===== config.mk =====
export PLATFORM = sky130hd
export DESIGN_NAME = rsc_reset_ctrl
export DESIGN_NICKNAME = d
export VERILOG_FILES = /design/src/rsc_pkg.sv /design/src/rsc_reset_ctrl.sv
export VERILOG_INCLUDE_DIRS = /design/src
export SDC_FILE = /design/constraint.sdc
export NUM_CORES = 1
export LEC_CHECK = 0
export BUFFER_PORTS_ARGS = -buffer_cell sky130_fd_sc_hd__clkbuf_2
export CORE_AREA = 2 2 127 117
export CTS_CLUSTER_SIZE = 20
export DETAILED_ROUTE_END_ITERATION = 16
export DIE_AREA = 0 0 129 119
export GPL_TIMING_DRIVEN = 0
export PLACE_DENSITY = 0.6
export SLEW_MARGIN = 20
export SYNTH_ARGS = -nofsm -noshare
export SYNTH_HDL_FRONTEND = slang
export SYNTH_SLANG_ARGS = --single-unit

===== constraint.sdc =====
create_clock -name i_core_clk -period 3.1 [get_ports i_core_clk]
set_clock_uncertainty 0.2 [all_clocks]
set_input_delay 0 -clock i_core_clk [delete_from_list [all_inputs] [get_ports i_core_clk]]
set_output_delay 0 -clock i_core_clk [all_outputs]
set_load 0.05 [all_outputs]

===== src/rsc_map.svh =====
// Register map, codes and timing constants for the reset source controller.
// Assumes a 40 MHz core clock and a word-aligned AXI4-Lite register window.
`ifndef RSC_MAP_SVH
`define RSC_MAP_SVH
`define RSC_CLK_HZ 40000000
`define RSC_OFS_RSTCTL 4'h0
`define RSC_OFS_FLAGS 4'h4
`define RSC_OFS_LVSEL 4'h8
`define RSC_OFS_STATUS 4'hC
`define RSC_CTRL_IO 8'h55
`define RSC_CTRL_PIN 8'hAA
`define RSC_LV_2V1 8'h55
`define RSC_LV_2V55 8'h33
`define RSC_LV_3V15 8'h99
`define RSC_LV_3V8 8'hAA
`define RSC_BIT_CTRL 3
`define RSC_BIT_LOWV 2
`define RSC_BIT_LVCFG 1
`define RSC_BIT_WDCFG 0
`define RSC_POR_DELAY_MS 50
`define RSC_PIN_DELAY_US 16700
`define RSC_CORRUPT_LOW_SPEED_RC_OSC 3
`define RSC_LOWV_FILTER_CYC 16'h0028
`define RSC_RESP_OKAY 2'h0
`define RSC_RESP_SLVERR 2'h2
`endif


===== src/rsc_pkg.sv =====
// Types for the reset source controller.
// Assumes rsc_map.svh is compiled alongside.
package rsc_pkg;
  typedef enum logic [1:0] {RSC_RUN, RSC_HOLD, RSC_PINLOW} rsc_phase_t;
endpackage : rsc_pkg


===== src/rsc_reset_ctrl.sv =====
// Reset source controller: reset generation, cause flags, TO/POWERDOWN_FLAG status.
// Assumes core events (halt, clear-watchdog, watchdog overflow) are core-clock pulses;
// pin, low-supply and low-speed oscillator inputs are asynchronous.
`timescale 1ns/1ps
`include "rsc_map.svh"

//
// Contract
// - POR sets port data/direction high, PC zero
// - POR or low-voltage reset holds 50 ms
// - Pin release adds 16.7 ms delay
// - Pin low gives full reset, PC zero
// - Control register 55/AA legal, else reset
// - Control corruption sets flag bit 3
// - Flags set by hardware, cleared by zero-write
// - Flag bits 7..4 read zero
// - Low-voltage reset filtered, always on running
// - Low-voltage reset disabled in power-down
// - Level select has four codes, default 55
// - Bad level code resets, restores default
// - Real low-voltage reset keeps level select
// - Low-voltage reset sets flag bit 2
// - Bad level code sets flag bit 1
// - Watchdog normal timeout: full reset, TO set
// - Watchdog sleep timeout: PC/SP only, TO set
// - TO/POWERDOWN_FLAG values per reset type
// - POR disables irqs, clears watchdog, timers off
// - Bad watchdog enable sets flag bit 0
// - POWERDOWN_FLAG cleared by clear-watchdog, set by halt
module rsc_reset_ctrl
  import rsc_pkg::*;
#(
  parameter int unsigned POR_DELAY_CYC = `RSC_CLK_HZ / 1000 * `RSC_POR_DELAY_MS,
  parameter int unsigned PIN_DELAY_CYC = `RSC_CLK_HZ / 1000 * `RSC_PIN_DELAY_US / 1000
) (
  input wire logic i_core_clk, // 40 MHz core clock
  input wire logic i_nrst, // Power-on reset, active low
  input wire logic i_ext_reset_pin_n, // External reset pin level
  input wire logic i_lowv_detect, // Supply below selected level
  input wire logic i_low_speed_rc_osc, // Low-speed oscillator, sampled
  input wire logic i_wdt_timeout, // Watchdog overflow pulse
  input wire logic i_wdt_cfg_bad, // Watchdog enable field invalid
  input wire logic i_halt, // Halt instruction pulse
  input wire logic i_clr_wdt, // Clear-watchdog instruction pulse
  input wire logic i_sleep, // Core in sleep or idle
  input wire logic [3:0] i_awaddr, // AXI write address
  input wire logic i_awvalid, // AXI write address valid
  output logic o_awready, // AXI write address ready
  input wire logic [31:0] i_wdata, // AXI write data
  input wire logic [3:0] i_wstrb, // AXI write strobes
  input wire logic i_wvalid, // AXI write data valid
  output logic o_wready, // AXI write data ready
  output logic [1:0] o_bresp, // AXI write response
  output logic o_bvalid, // AXI write response valid
  input wire logic i_bready, // AXI write response ready
  input wire logic [3:0] i_araddr, // AXI read address
  input wire logic i_arvalid, // AXI read address valid
  output logic o_arready, // AXI read address ready
  output logic [31:0] o_rdata, // AXI read data
  output logic [1:0] o_rresp, // AXI read response
  output logic o_rvalid, // AXI read data valid
  input wire logic i_rready, // AXI read data ready
  output logic o_sys_reset, // Full system reset, active high
  output logic o_pc_sp_reset, // PC and stack pointer clear pulse
  output logic o_por_init, // Power-on and low-voltage reset init: ports, irqs, timers
  output logic o_lowv_enable, // Low-voltage monitor enable
  output logic [1:0] o_lowv_level, // Selected threshold index
  output logic o_timeout_flag, // TO status flag
  output logic o_powerdown_flag // POWERDOWN_FLAG status flag
);

  typedef struct packed {
    logic [1:0] pin_sync;
    logic [1:0] lv_sync;
    logic [2:0] osc_sync;
    rsc_phase_t phase;
    logic [21:0] hold_cnt;
    logic por_phase;
    logic [15:0] lv_cnt;
    logic [1:0] rc_cnt;
    logic [1:0] lc_cnt;
    logic [7:0] reset_function_ctrl;
    logic [7:0] lowv_level_ctrl;
    logic [3:0] reset_flag_reg;
    logic timeout_flag;
    logic powerdown_flag;
    logic aw_got;
    logic w_got;
    logic [3:0] aw_addr;
    logic [31:0] w_data;
    logic [3:0] w_strb;
    logic bvalid;
    logic [1:0] bresp;
    logic rvalid;
    logic [31:0] rdata;
    logic [1:0] rresp;
    logic pc_sp_reset;
    logic awready;
    logic wready;
    logic arready;
  } rsc_state_t;

  rsc_state_t st;
  rsc_state_t next_st;

  // ---------------------------------------------
  // Helpers
  // ---------------------------------------------
  function automatic logic lv_code_ok(input logic [7:0] v);
    lv_code_ok = (v == `RSC_LV_2V1) || (v == `RSC_LV_2V55) ||
                 (v == `RSC_LV_3V15) || (v == `RSC_LV_3V8);
  endfunction : lv_code_ok

  function automatic logic [1:0] lv_index(input logic [7:0] v);
    case (v)
      `RSC_LV_2V55: lv_index = 2'h1;
      `RSC_LV_3V15: lv_index = 2'h2;
      `RSC_LV_3V8: lv_index = 2'h3;
      default: lv_index = 2'h0;
    endcase
  endfunction : lv_index

  function automatic logic [7:0] merge_byte(input logic [7:0] old, input logic [31:0] d,
                                            input logic [3:0] s);
    merge_byte = s[0] ? d[7:0] : old;
  endfunction : merge_byte

  logic osc_rise;
  logic pin_mode;
  logic pin_low;
  logic lv_event;
  logic rc_fire;
  logic lc_fire;
  logic wdt_full;
  logic any_reset;
  logic do_write;
  logic [3:0] clr_mask;

  // ---------------------------------------------
  // Reset causes
  // ---------------------------------------------
  always_comb begin
    osc_rise = st.osc_sync[1] & ~st.osc_sync[2];
    pin_mode = (st.reset_function_ctrl == `RSC_CTRL_PIN);
    pin_low = pin_mode & ~st.pin_sync[1];
    // Filter counts only while running; power-down stops the monitor
    lv_event = (st.lv_cnt == `RSC_LOWV_FILTER_CYC);
    rc_fire = osc_rise && (st.rc_cnt == 2'(`RSC_CORRUPT_LOW_SPEED_RC_OSC - 1));
    lc_fire = osc_rise && (st.lc_cnt == 2'(`RSC_CORRUPT_LOW_SPEED_RC_OSC - 1));
    wdt_full = i_wdt_timeout & ~i_sleep;
    any_reset = pin_low | lv_event | rc_fire | lc_fire | wdt_full | i_wdt_cfg_bad;
    do_write = st.aw_got && st.w_got && !st.bvalid;
    clr_mask = 4'h0;
    if (do_write && st.aw_addr == `RSC_OFS_FLAGS && st.w_strb[0]) begin
      clr_mask = ~st.w_data[3:0];
    end
  end

  // ---------------------------------------------
  // Next state
  // ---------------------------------------------
  always_comb begin
    next_st = st;
    next_st.pin_sync = {st.pin_sync[0], i_ext_reset_pin_n};
    next_st.lv_sync = {st.lv_sync[0], i_lowv_detect};
    next_st.osc_sync = {st.osc_sync[1:0], i_low_speed_rc_osc};
    next_st.pc_sp_reset = 1'b0;

    // Low-supply filter: short dips never reach the threshold
    if (st.lv_sync[1] && !i_sleep && st.phase == RSC_RUN) begin
      next_st.lv_cnt = (st.lv_cnt == `RSC_LOWV_FILTER_CYC) ? 16'h0000 : st.lv_cnt + 16'h0001;
    end else begin
      next_st.lv_cnt = 16'h0000;
    end

    if (st.reset_function_ctrl == `RSC_CTRL_IO || pin_mode) begin
      next_st.rc_cnt = 2'h0;
    end else if (osc_rise) begin
      next_st.rc_cnt = st.rc_cnt + 2'h1;
    end
    if (lv_code_ok(st.lowv_level_ctrl)) begin
      next_st.lc_cnt = 2'h0;
    end else if (osc_rise) begin
      next_st.lc_cnt = st.lc_cnt + 2'h1;
    end

    // Register writes, bus access
    if (i_awvalid && !st.aw_got) begin
      next_st.aw_got = 1'b1;
      next_st.aw_addr = i_awaddr;
    end
    if (i_wvalid && !st.w_got) begin
      next_st.w_got = 1'b1;
      next_st.w_data = i_wdata;
      next_st.w_strb = i_wstrb;
    end
    if (do_write) begin
      next_st.bvalid = 1'b1;
      next_st.bresp = `RSC_RESP_OKAY;
      case (st.aw_addr)
        `RSC_OFS_RSTCTL: next_st.reset_function_ctrl =
            merge_byte(st.reset_function_ctrl, st.w_data, st.w_strb);
        `RSC_OFS_LVSEL: next_st.lowv_level_ctrl =
            merge_byte(st.lowv_level_ctrl, st.w_data, st.w_strb);
        `RSC_OFS_FLAGS, `RSC_OFS_STATUS: next_st.bresp = `RSC_RESP_OKAY;
        default: next_st.bresp = `RSC_RESP_SLVERR;
      endcase
    end
    if (st.bvalid && i_bready) begin
      next_st.bvalid = 1'b0;
      next_st.aw_got = 1'b0;
      next_st.w_got = 1'b0;
    end
    if (i_arvalid && !st.rvalid) begin
      next_st.rvalid = 1'b1;
      next_st.rresp = `RSC_RESP_OKAY;
      next_st.rdata = 32'h00000000;
      case (i_araddr)
        `RSC_OFS_RSTCTL: next_st.rdata[7:0] = st.reset_function_ctrl;
        `RSC_OFS_FLAGS: next_st.rdata[3:0] = st.reset_flag_reg;
        `RSC_OFS_LVSEL: next_st.rdata[7:0] = st.lowv_level_ctrl;
        `RSC_OFS_STATUS: next_st.rdata[1:0] = {st.timeout_flag, st.powerdown_flag};
        default: next_st.rresp = `RSC_RESP_SLVERR;
      endcase
    end else if (st.rvalid && i_rready) begin
      next_st.rvalid = 1'b0;
    end

    // Flags: hardware set wins over a same-cycle software clear
    next_st.reset_flag_reg = st.reset_flag_reg & ~clr_mask;
    if (rc_fire) begin
      next_st.reset_flag_reg[`RSC_BIT_CTRL] = 1'b1;
      // Reset restores the power-up value, else the corruption reset repeats
      next_st.reset_function_ctrl = `RSC_CTRL_IO;
    end
    if (lv_event) begin
      next_st.reset_flag_reg[`RSC_BIT_LOWV] = 1'b1;
    end
    if (lc_fire) begin
      next_st.reset_flag_reg[`RSC_BIT_LVCFG] = 1'b1;
      next_st.lowv_level_ctrl = `RSC_LV_2V1;
    end
    if (i_wdt_cfg_bad) begin
      next_st.reset_flag_reg[`RSC_BIT_WDCFG] = 1'b1;
    end

    // TO/POWERDOWN_FLAG: pin, low-voltage and corruption resets leave them alone
    if (i_clr_wdt) begin
      next_st.powerdown_flag = 1'b0;
    end
    if (i_halt) begin
      next_st.powerdown_flag = 1'b1;
    end
    if (i_wdt_timeout) begin
      next_st.timeout_flag = 1'b1;
      next_st.pc_sp_reset = i_sleep;
    end

    // Readies kept in flops so the bus outputs need no gate
    next_st.awready = ~next_st.aw_got;
    next_st.wready = ~next_st.w_got;
    next_st.arready = ~next_st.rvalid;

    // Reset hold sequencer
    case (st.phase)
      RSC_RUN: begin
        if (pin_low) begin
          next_st.phase = RSC_PINLOW;
        end else if (any_reset) begin
          next_st.phase = RSC_HOLD;
          next_st.por_phase = lv_event;
          next_st.hold_cnt = 22'(PIN_DELAY_CYC);
          if (lv_event) begin
            next_st.hold_cnt = 22'(POR_DELAY_CYC);
          end
        end
      end
      RSC_PINLOW: begin
        if (st.pin_sync[1]) begin
          next_st.phase = RSC_HOLD;
          next_st.por_phase = 1'b0;
          next_st.hold_cnt = 22'(PIN_DELAY_CYC);
        end
      end
      RSC_HOLD: begin
        if (pin_low) begin
          next_st.phase = RSC_PINLOW;
        end else if (st.hold_cnt <= 22'h000001) begin
          next_st.phase = RSC_RUN;
          next_st.por_phase = 1'b0;
          next_st.hold_cnt = 22'h000000;
        end else begin
          next_st.hold_cnt = st.hold_cnt - 22'h000001;
        end
      end
      default: next_st.phase = RSC_HOLD;
    endcase
  end

  // ---------------------------------------------
  // State register
  // ---------------------------------------------
  // POR starts in the hold phase so the start-up delay runs first
  always_ff @(posedge i_core_clk or negedge i_nrst) begin
    if (!i_nrst) begin
      st <= '0;
      st.pin_sync <= 2'h3;
      st.phase <= RSC_HOLD;
      st.hold_cnt <= 22'(POR_DELAY_CYC);
      st.por_phase <= 1'b1;
      st.reset_function_ctrl <= `RSC_CTRL_IO;
      st.lowv_level_ctrl <= `RSC_LV_2V1;
      st.awready <= 1'b1;
      st.wready <= 1'b1;
      st.arready <= 1'b1;
    end else begin
      st <= next_st;
    end
  end

  // ---------------------------------------------
  // Outputs
  // ---------------------------------------------
  logic sys_reset_q;
  logic por_init_q;
  logic lowv_en_q;
  logic [1:0] lowv_lvl_q;
  always_ff @(posedge i_core_clk or negedge i_nrst) begin
    if (!i_nrst) begin
      sys_reset_q <= 1'b1;
      por_init_q <= 1'b1;
      // Monitor armed from power-up; no gap before the first clock
      lowv_en_q <= 1'b1;
      lowv_lvl_q <= 2'h0;
    end else begin
      sys_reset_q <= (next_st.phase != RSC_RUN);
      por_init_q <= next_st.por_phase & (next_st.phase != RSC_RUN);
      lowv_en_q <= ~i_sleep;
      lowv_lvl_q <= lv_index(next_st.lowv_level_ctrl);
    end
  end

  assign o_awready = st.awready;
  assign o_wready = st.wready;
  assign o_bvalid = st.bvalid;
  assign o_bresp = st.bresp;
  assign o_arready = st.arready;
  assign o_rvalid = st.rvalid;
  assign o_rdata = st.rdata;
  assign o_rresp = st.rresp;
  assign o_sys_reset = sys_reset_q;
  assign o_pc_sp_reset = st.pc_sp_reset;
  assign o_por_init = por_init_q;
  assign o_lowv_enable = lowv_en_q;
  assign o_lowv_level = lowv_lvl_q;
  assign o_timeout_flag = st.timeout_flag;
  assign o_powerdown_flag = st.powerdown_flag;

endmodule : rsc_reset_ctrl


==> out/metrics.yaml, run 1 <==
critical_path:
  path_cells: "inv_1, ha_1, or2_2, a221oi_1, a31o_2, clkbuf_1, a22oi_1, nand2_1"
  worstSetupEndpointType: "flip-flop"
  timing.critical_path.arrival_ns: 3.03
  critPathLaunchType: "flip-flop"
  slowest_delay_ns: 0.65
  cp_slowest_cell: "a221oi_1"
  criticalPathCategory: "flip-flop to flip-flop"
  critical_path.top_delay_family: "compound AO/OA/AOI/OAI gates"
  critical_path.n_buffers_inverters: 2
  crit_required_ns: 3.19
  path_max_fanout: 10
routing:
  routed_wirelength_um: 12600
  route.antenna.remaining_nets: 0
  routed_via_density: 5.04
  wl_per_cell_um: 14.3
  routed-via-count: 4443
  drt-initial-drc-count: 251
  detailedRoute.firstPassIterationCount: 5
  remaining_drc_errors: 0
timing:
  final.min_clock_period_ns: 2.94
  rsz0062_at_grt: "no"
  tightest_pin_transition_ns: 0.781
  timing_max_transition_violations_final: 0
  timing.final.crit_share: 0.948
  hold_viol: 0
  finalSetupViolCount: 0
  slew-limit-headroom: 0.475
  achievable-frequency_mhz: 340
  tns_ns: 0
logic_synthesis:
  synth.yosys.warnings: 0
  synth_enable_flop_cells: 0
  postSynth.topFlopCell: "dfrtp_1"
  synth.top_cells.by_area: "dfrtp_1, dfstp_2, buf_4, nand2_1, mux2i_1"
  synthesis.instances: 553
  netlist.top_cell.by_area: "dfrtp_1"
  netlist.area_leader.share: 0.386
  yosys_register_bits: 110
  async_flop_share: 1.00
  syn-mean-instance-area_um2: 9.97
  synth_seq_area_share: 0.505
  synth_cell_type_count: 59
  synthesis.area_mm2: 0.00551
layout:
  antenna_cells: 0
  commonest_non_fill_non_tap_cell_in_the_layout: "dfrtp_1"
  layout.cells.non_filler: 881
  most-common-layout-cells: "dfrtp_1, nand2_1, clkbuf_2"
  final_core_util: 0.478
  nNetsFinal: 743
  layout-drive-gt1-share: 0.237
  area_growth_from_synthesis_to_final_layout_pct: 23.3
  stdcell_area_mm2: 0.00680
clock_tree:
  cts-root-buf: "clkbuf_16"
  cts_num_sinks: 110
  cts_setup_buffers: 0
  worst_setup_hold_path_clk_slew_ns: 0.07
  cts_buffer_depth: 2
  cts_made_buffers: 9
  worst_skew_pair.late_latency_ns: 0.36
  tritoncts: "yes"
  h_tree_depth: 3
floorplan:
  floorplan.io_pins: 108
  die_area_mm2: 0.0154
  core.rowCount: 42
  fp.coreArea_mm2: 0.0142
  start_util: 0.387
  width_of_the_die_um: 129
  die_height_um: 119
grt:
  grt_start_max_net_pins: 86
  first_global_vias: 4341
  grt_antenna_before_repair: 0
  gr_util_all_layers: 0.175
  grt_pass1_wl_um: 21400
  grt_overflow_total: 0
placement:
  placed_cells: 830
  detailed_place_hpwl_um: 8770
  post_dp_cell_area_mm2: 0.00617
  numPortBuffers: 53
  gpl.final_weighted_congestion: 0.816
pwr:
  power_density_mw_per_mm2: 631
  report.power.total_mw: 4.29
  ir_drop_mv: 0.485
  power.static_leakage_nw: 2.91
job:
  max_cap_check_violation_count: 0
run_status:
  status: "finished clean"
min_path:
  holdCritPathClass: "primary input to flip-flop"
## synth_stat cells, types with 6 or more instances
cell type,count
a21oi_1,22
ha_1,6
nand2_1,56
mux2_2,13
inv_1,25
clkbuf_1,14
nor2_1,43
dfstp_2,25
or3_1,6
buf_4,36
mux2i_1,18
nor4_1,9
a31oi_1,12
nand4_1,9
o21ai_0,32
xnor2_1,9
nand3_1,23
nand2b_1,7
nor3_1,16
dfrtp_1,85
a22oi_1,8
## cell families (layout without fill, tap and decap cells)
group / count (synthesis) / count (layout) / share of synthesized area
AND/OR/NAND/NOR: 210 / 210 / 0.199
XOR/XNOR: 12 / 12 / 0.0191
AO/OA/AOI/OAI: 104 / 104 / 0.118
flip-flops: 110 / 110 / 0.505
multiplexers: 33 / 33 / 0.0674
adder cells (fa/ha/maj): 6 / 6 / 0.0136
buffers and inverters: 77 / 182 / 0.0774
other: 1 / 26 / 0.000680
## registers in the layout (all words and copies together) (netlist names)
register / cells
o_awready: 1
o_powerdown_flag: 1
o_rdata: 8
o_pc_sp_reset: 1
o_sys_reset: 1
o_lowv_enable: 1
o_timeout_flag: 1
st: 83
o_arready: 1
o_bvalid: 1
o_por_init: 1
o_bresp: 1
o_wready: 1
o_rresp: 1
o_lowv_level: 2
next_st: 4
o_rvalid: 1
## area by class of cell
class | count | area [um^2]
Fill cell | 1358 | 7440
Sequential cell | 110 | 2780
Multi-Input combinational cell | 391 | 2410
Timing Repair Buffer | 89 | 647
Buffer | 52 | 333
Tap cell | 198 | 248
Clock buffer | 9 | 225
Inverter | 25 | 93.8
Clock inverter | 7 | 61.3
## final timing paths
check / start / endpoint / slack [ns] / cells after the start
setup / recovery: st[108] / st[132] / 0.16 / 8
max in group asynchronous: i_nrst / o_rresp[1] / 1.65 / 4
hold reg to reg: next_st[157] / st[157] / 0.15 / 0
hold / removal: i_araddr[2] / o_rdata[1] / 0.05 / 3
min in group asynchronous: i_nrst / o_awready / 0.52 / 3
setup reg to reg: st[108] / st[132] / 0.16 / 8
## power breakdown
group	total (mW)	leakage, nW	internal [mW]	switching [mW]
clock network	1.13	0.141	0.565	0.569
logic	1.07	1.46	0.454	0.613
registers	2.09	1.30	1.77	0.325
## worst reg2reg max path, stage by stage (launching register included)
cell and delay [ns]:
dfrtp_1 0.35, inv_1 0.06, ha_1 0.22, or2_2 0.30
a221oi_1 0.65, a31o_2 0.36, clkbuf_1 0.45, a22oi_1 0.18
nand2_1 0.11
## metal layers
metal / part of all wire / GRT usage / wire, um / up-vias
li1: - / - / - / 2172
met1: 0.47 / 0.248 / 5940 / 2121
met2: 0.46 / 0.267 / 5830 / 140
met3: 0.058 / 0.0508 / 738 / 10
met4: 0.0096 / 0.0408 / 121 / 0
met5: 0 / 0 / 0 / -
## stage by stage
stage	setup WS, ns	hold slack, ns
final	0.160	0.0547
after global routing	0.0299	0.0831
after CTS	0.0717	0.0399
after detailed placement	0.104	-0.304
after global placement	0.131	-0.0874
after floorplan	0.615	-0.496
## repair_timing
item                                   in CTS  in global routing
setup endpoints to repair                   0                  6
resized for setup                           0                  1
endpoints found under the hold margin     130                  0
hold buffers                               35                  0
Power figures use the tool's default switching activity.
==> run 2, diff against run 1 <==
CORE_AREA = 2 2 109 100   (was 2 2 127 117)
DIE_AREA = 0 0 111 102   (was 0 0 129 119)
HOLD_SLACK_MARGIN = 0.1   (was unset)
PLACE_DENSITY = 0.79   (was 0.6)
==> run 2 against run 1 <==
Worst hold slack better by 0.11 ns. Via count grew 4.1%. Worst setup slack improved by 0.024 ns. Clock-buffer cell count did not move. Clock power is 7% higher. Critical endpoint is now st[130]. Cell count decreased by 7.3%.
==> out/metrics.yaml, run 2 (same netlist as run 1, synthesis figures left out) <==
run_status:
  status: "finished clean"
clock_tree:
  cts_num_sinks: 110  # unchanged
  worst_setup_hold_path_clk_slew_ns: 0.09  # +0.02 ns
  tritoncts: "yes"
  cts_setup_buffers: 0  # unchanged
  cts-root-buf: "clkbuf_16"
  worst_skew_pair.late_latency_ns: 0.36  # about the same
  cts_made_buffers: 9  # unchanged
  h_tree_depth: 3  # unchanged
  cts_buffer_depth: 2  # unchanged
pwr:
  report.power.total_mw: 4.42  # +2.9%
  p_comb_frac: 0.250  # +0.002
  clockPowerShare: 0.273  # +0.009
  ir_drop_mv: 0.503  # +3.7%
  power.static_leakage_nw: 2.95  # +1.5%
  switching_power_mw: 1.59  # +5.6%
  power_density_mw_per_mm2: 648  # +2.6%
  power.switching_fraction: 0.360  # +0.00927
  p_int_mw: 2.83  # +1.4%
  share_seq_of_total_power: 0.477  # -0.011
routing:
  drt-initial-drc-count: 335  # +33%
  wl_per_cell_um: 15.5  # +8.4%
  routed_wirelength_um: 12700  # +0.56%
  routed_via_density: 5.66  # +12%
  routed-via-count: 4627  # +4.1%
  detailedRoute.firstPassIterationCount: 5  # unchanged
  remaining_drc_errors: 0  # unchanged
  route.antenna.remaining_nets: 0  # unchanged
floorplan:
  start_util: 0.545  # +0.158
  width_of_the_die_um: 111  # -14%
  fp.coreArea_mm2: 0.0101  # -29%
  core.rowCount: 35  # -17%
  die_height_um: 102  # -14%
  die_area_mm2: 0.0113  # -26%
  floorplan.io_pins: 108  # unchanged
timing:
  tightest_pin_transition_ns: 0.788  # +0.00670 ns
  timing.final.crit_share: 0.941  # -0.00772
  slew-limit-headroom: 0.471  # -0.00450
  rsz0062_at_grt: "no"
  tns_ns: 0  # unchanged
  final.min_clock_period_ns: 2.92  # -0.0239 ns
  final.hold.worst_slack_ns: 0.161  # +0.106 ns
  timing_max_transition_violations_final: 0  # unchanged
  hold_viol: 0  # unchanged
  finalSetupViolCount: 0  # unchanged
  achievable-frequency_mhz: 343  # +0.82%
critical_path:
  critPathLaunchType: "flip-flop"
  worstSetupEndpointType: "flip-flop"
  path_max_fanout: 10  # unchanged
  timing.critical_path.arrival_ns: 2.98  # -0.05 ns
  criticalPathCategory: "flip-flop to flip-flop"
  crit_required_ns: 3.16  # -0.03 ns
layout:
  area_growth_from_synthesis_to_final_layout_pct: 23.6
  layout-drive-gt1-share: 0.235  # -0.00172
  commonest_non_fill_non_tap_cell_in_the_layout: "dfrtp_1"
  largest_reg_flops: 83  # unchanged
  multi_input_area_mm2: 0.00241  # unchanged
  top_register: "st"
  stdcell_area_mm2: 0.00682  # +0.24%
  nNetsFinal: 748  # +0.67%
  antenna_cells: 0  # unchanged
  seq_area_mm2: 0.00278  # unchanged
  most-common-layout-cells: "dfrtp_1, nand2_1, clkbuf_2"
  nFillCells: 774  # -43%
  final_core_util: 0.674  # +0.196
placement:
  detailed_place_hpwl_um: 8540  # -2.7%
  gpl.final_weighted_congestion: 0.892  # +9.4%
  numPortBuffers: 53  # unchanged
  post_dp_cell_area_mm2: 0.00608  # -1.4%
job:
  max_cap_check_violation_count: 0  # unchanged
min_path:
  holdCritPathClass: "flip-flop to flip-flop"
grt:
  first_global_vias: 4630  # +6.7%
  gr_util_all_layers: 0.240  # +0.0644
  grt_overflow_total: 0  # unchanged
  grt_pass1_wl_um: 21900  # +2.1%
  grt_start_max_net_pins: 77  # -10%
  grt_antenna_before_repair: 0  # unchanged
run 2: area by class of cell:
type / count / area share
multi-input cells: 391 / 0.353
clock buffers: 9 / 0.0330
clock inverters: 7 / 0.0145
flip-flops and latches: 110 / 0.408
well taps: 129 / 0.0237
inverters: 25 / 0.0138
repair buffers: 94 / 0.104
plain buffers: 52 / 0.0488
run 2: worst max-delay path: stages, from the launching register on:
cell      delay [ns]
dfrtp_1         0.36
inv_1           0.06
ha_1            0.22
or2_2           0.29
a221oi_1        0.64
a31o_2          0.37
clkbuf_1        0.44
a21oi_1         0.10
o22ai_1         0.16
run 2: final timing paths:
kind                                    from      endpoint  slack (ns)  cells after the start
worst min register to register  next_st[152]  next_st[153]        0.16                      0
max in group asynchronous             i_nrst       st[157]        1.72                      4
min in group asynchronous             i_nrst      o_wready        0.55                      3
worst max register to register       st[106]       st[130]        0.18                      8
worst min-delay path            next_st[152]  next_st[153]        0.16                      0
worst max-delay path                 st[106]       st[130]        0.18                      8
run 2: timing repair:
action,4_1_cts,5_1_grt
resized for setup,0,1
hold endpoints to repair,158,0
hold buffers,40,0
setup endpoints to repair,0,6
run 2: layer usage:
metal  track usage  share of wire  up-vias
li1              -              -     2180
met1         0.312           0.44     2241
met2         0.403           0.48      181
met3        0.0415          0.059       25
met4         0.104          0.024        0
met5             0              0        -
run 2: metrics by stage:
stage | cells | setup WS, ns
after floorplan | 578 | 0.615
after global placement | 760 | 0.294
after detailed placement | 761 | 0.231
after CTS | 817 | 0.199
after global routing | 817 | 0.0487
final | 817 | 0.184
run 2: power groups by stage:
stage / clock network, mW / registers, mW / logic [mW]
6_report: 1.21 / 2.11 / 1.10
2_1_floorplan: 0 / 2.07 / 0.733
3_5_place_dp: 0 / 2.11 / 1.03
5_1_grt: 1.29 / 2.14 / 1.21
4_1_cts: 1.23 / 2.08 / 1.10
3_3_place_gp: 0 / 2.08 / 0.978
==> run 3, diff against run 2 <==
CORE_AREA = 2 2 114 105   (was 2 2 109 100)
DIE_AREA = 0 0 116 107   (was 0 0 111 102)
PLACE_DENSITY = unset   (was 0.79)
PLACE_DENSITY_LB_ADDON = 0.05   (was unset)
==> run 3 against run 2 <==
Critical path depth is 1 lower. Combinational power hardly changed. Flip-flop and latch count stayed put. Largest power group unchanged. Critical endpoint is now st[139]. Power is 3.0% lower.
==> out/metrics.yaml, run 3 (same netlist as run 1, synthesis figures left out) <==
critical_path:
  criticalPathCategory: "flip-flop to flip-flop"
  timing.critical_path.mode_cell: "clkbuf_1"
  path_max_fanout: 10  # unchanged
  critical_path.n_buffers_inverters: 2  # unchanged
  critical_path.reg2reg.startpoint: "st[133]"
  worstRegToRegCells: 7  # -1
  critical_path.top_delay_family: "simple AND/OR/NAND/NOR gates"
  worstSetupPathDepth: 7  # -1
  cp_slowest_cell: "nor4_1"
  worstReg2RegEnd: "st[139]"
  crit_start: "st[133]"
  crit_required_ns: 3.10  # -0.06 ns
  worstSetupEndpointType: "flip-flop"
  endpoint: "st[139]"
  slowest_delay_ns: 0.64  # about the same
  critPathLaunchType: "flip-flop"
  reg2reg_slack_ns: 0.37  # +0.18 ns
  path_cells: "clkbuf_1, nor4_1, and4_1, a21boi_1, clkbuf_1, a32oi_1, nand3_1"
  timing.critical_path.arrival_ns: 2.73  # -0.25 ns
layout:
  layout-drive-gt1-share: 0.237  # +0.00180
  commonest_non_fill_non_tap_cell_in_the_layout: "dfrtp_1"
  nFillCells: 978  # +26%
  nNetsFinal: 747  # -0.13%
  top_register: "st"
  most-common-layout-cells: "dfrtp_1, nand2_1, clkbuf_2"
  seq_area_mm2: 0.00278  # unchanged
  multi_input_area_mm2: 0.00242  # +0.26%
  antenna_cells: 0  # unchanged
  largest_reg_flops: 83  # unchanged
  stdcell_area_mm2: 0.00679  # -0.37%
  area_growth_from_synthesis_to_final_layout_pct: 23.2
clock_tree:
  cts_num_sinks: 110  # unchanged
  tritoncts: "yes"
  cts-root-buf: "clkbuf_16"
  h_tree_depth: 3  # unchanged
  cts_buffer_depth: 2  # unchanged
  cts_setup_buffers: 0  # unchanged
  cts_made_buffers: 9  # unchanged
  worst_skew_pair.late_latency_ns: 0.35  # about the same
  worst_setup_hold_path_clk_slew_ns: 0.07  # -0.02 ns
floorplan:
  width_of_the_die_um: 116  # +4.5%
  fp.coreArea_mm2: 0.0112  # +11%
  die_area_mm2: 0.0124  # +9.6%
  start_util: 0.492  # -0.0529
  floorplan.io_pins: 108  # unchanged
  die_height_um: 107  # +4.9%
  core.rowCount: 37  # +5.7%
grt:
  gr_util_all_layers: 0.220  # -0.0197
  grt_overflow_total: 0  # unchanged
  first_global_vias: 4350  # -6.0%
  grt_start_max_net_pins: 77  # unchanged
  grt_pass1_wl_um: 21400  # -2.2%
  grt_antenna_before_repair: 0  # unchanged
run_status:
  status: "finished clean"
routing:
  drt-initial-drc-count: 291  # -13%
  routed_via_density: 5.26  # -7.1%
  routed-via-count: 4436  # -4.1%
  remaining_drc_errors: 0  # unchanged
  wl_per_cell_um: 15.2  # -2.1%
  detailedRoute.firstPassIterationCount: 4  # -1
  route.antenna.remaining_nets: 0  # unchanged
  routed_wirelength_um: 12800  # +1.0%
timing:
  timing.final.crit_share: 0.881  # -0.0597
  tightest_pin_transition_ns: 0.775  # -0.0135 ns
  rsz0062_at_grt: "no"
  timing_max_transition_violations_final: 0  # unchanged
  finalSetupViolCount: 0  # unchanged
  hold_viol: 0  # unchanged
  final.min_clock_period_ns: 2.73  # -0.185 ns
  slew-limit-headroom: 0.480  # +0.00904
  achievable-frequency_mhz: 366  # +6.8%
  tns_ns: 0  # unchanged
pwr:
  ir_drop_mv: 0.512  # +1.8%
  share_seq_of_total_power: 0.491  # +0.014
  power.static_leakage_nw: 2.93  # -0.77%
  p_int_mw: 2.80  # -0.97%
  power.switching_fraction: 0.347  # -0.0132
  p_comb_frac: 0.251  # about the same
  power_density_mw_per_mm2: 631  # -2.6%
  clockPowerShare: 0.258  # -0.015
  switching_power_mw: 1.49  # -6.5%
placement:
  gpl.final_weighted_congestion: 0.809  # -9.3%
  numPortBuffers: 53  # unchanged
  detailed_place_hpwl_um: 8770  # +2.7%
  post_dp_cell_area_mm2: 0.00611  # +0.56%
job:
  max_cap_check_violation_count: 0  # unchanged
min_path:
  holdCritPathClass: "flip-flop to flip-flop"
## run 3: worst reg2reg max path, stage by stage (launching register included)
cell and delay [ns]:
dfrtp_1 0.36, clkbuf_1 0.17, nor4_1 0.64, and4_1 0.38, a21boi_1 0.20, clkbuf_1 0.30
a32oi_1 0.25, nand3_1 0.09
## run 3: metrics by stage
stage | power (mW) | setup slack (ns) | hold WS, ns | instances | util
global placement | 3.09 | 0.134 | -0.101 | 787 | 0.542
floorplan | 2.81 | 0.615 | -0.496 | 578 | -
CTS | 4.31 | 0.121 | 0.152 | 843 | 0.606
finish | 4.29 | 0.369 | 0.152 | 843 | 0.606
global route | 4.53 | 0.148 | 0.159 | 843 | 0.606
detailed placement | 3.14 | 0.157 | -0.270 | 788 | 0.546
## run 3: layer usage
layer	global-route usage	vias to the layer above	routed length, um
li1	-	2163	-
met1	0.313	2147	6240
met2	0.345	120	5900
met3	0.0464	6	611
met4	0.0544	0	83
met5	0	-	0
## run 3: area by class of cell
class                           count  share of cell area
Buffer                             52              0.0490
Clock buffer                       10              0.0352
Clock inverter                      6             0.00663
Inverter                           25              0.0138
Multi-Input combinational cell    391               0.356
Sequential cell                   110               0.410
Tap cell                          156              0.0287
Timing Repair Buffer               93               0.101
## run 3: power by group through the flow
stage	registers [mW]	clock network (mW)	logic [mW]
floorplan	2.07	0	0.733
global placement	2.10	0	0.989
detailed placement	2.12	0	1.02
CTS	2.10	1.14	1.07
global route	2.15	1.19	1.19
finish	2.10	1.10	1.08
## run 3: timing repair
item	CTS	global route
endpoints found under the setup margin	0	6
endpoints found under the hold margin	158	0
resized for setup	0	2
hold buffers	39	0
## run 3: how the worst min path moves through the flow
stage / cells past startpoint / from / endpoint
floorplan: 0 / i_nrst / next_st[152]
global placement: 1 / i_ext_reset_pin_n / next_st[157]
detailed placement: 1 / i_nrst / o_rdata[7]
CTS: 0 / next_st[152] / next_st[153]
global route: 0 / next_st[152] / next_st[153]
finish: 0 / next_st[152] / next_st[153]
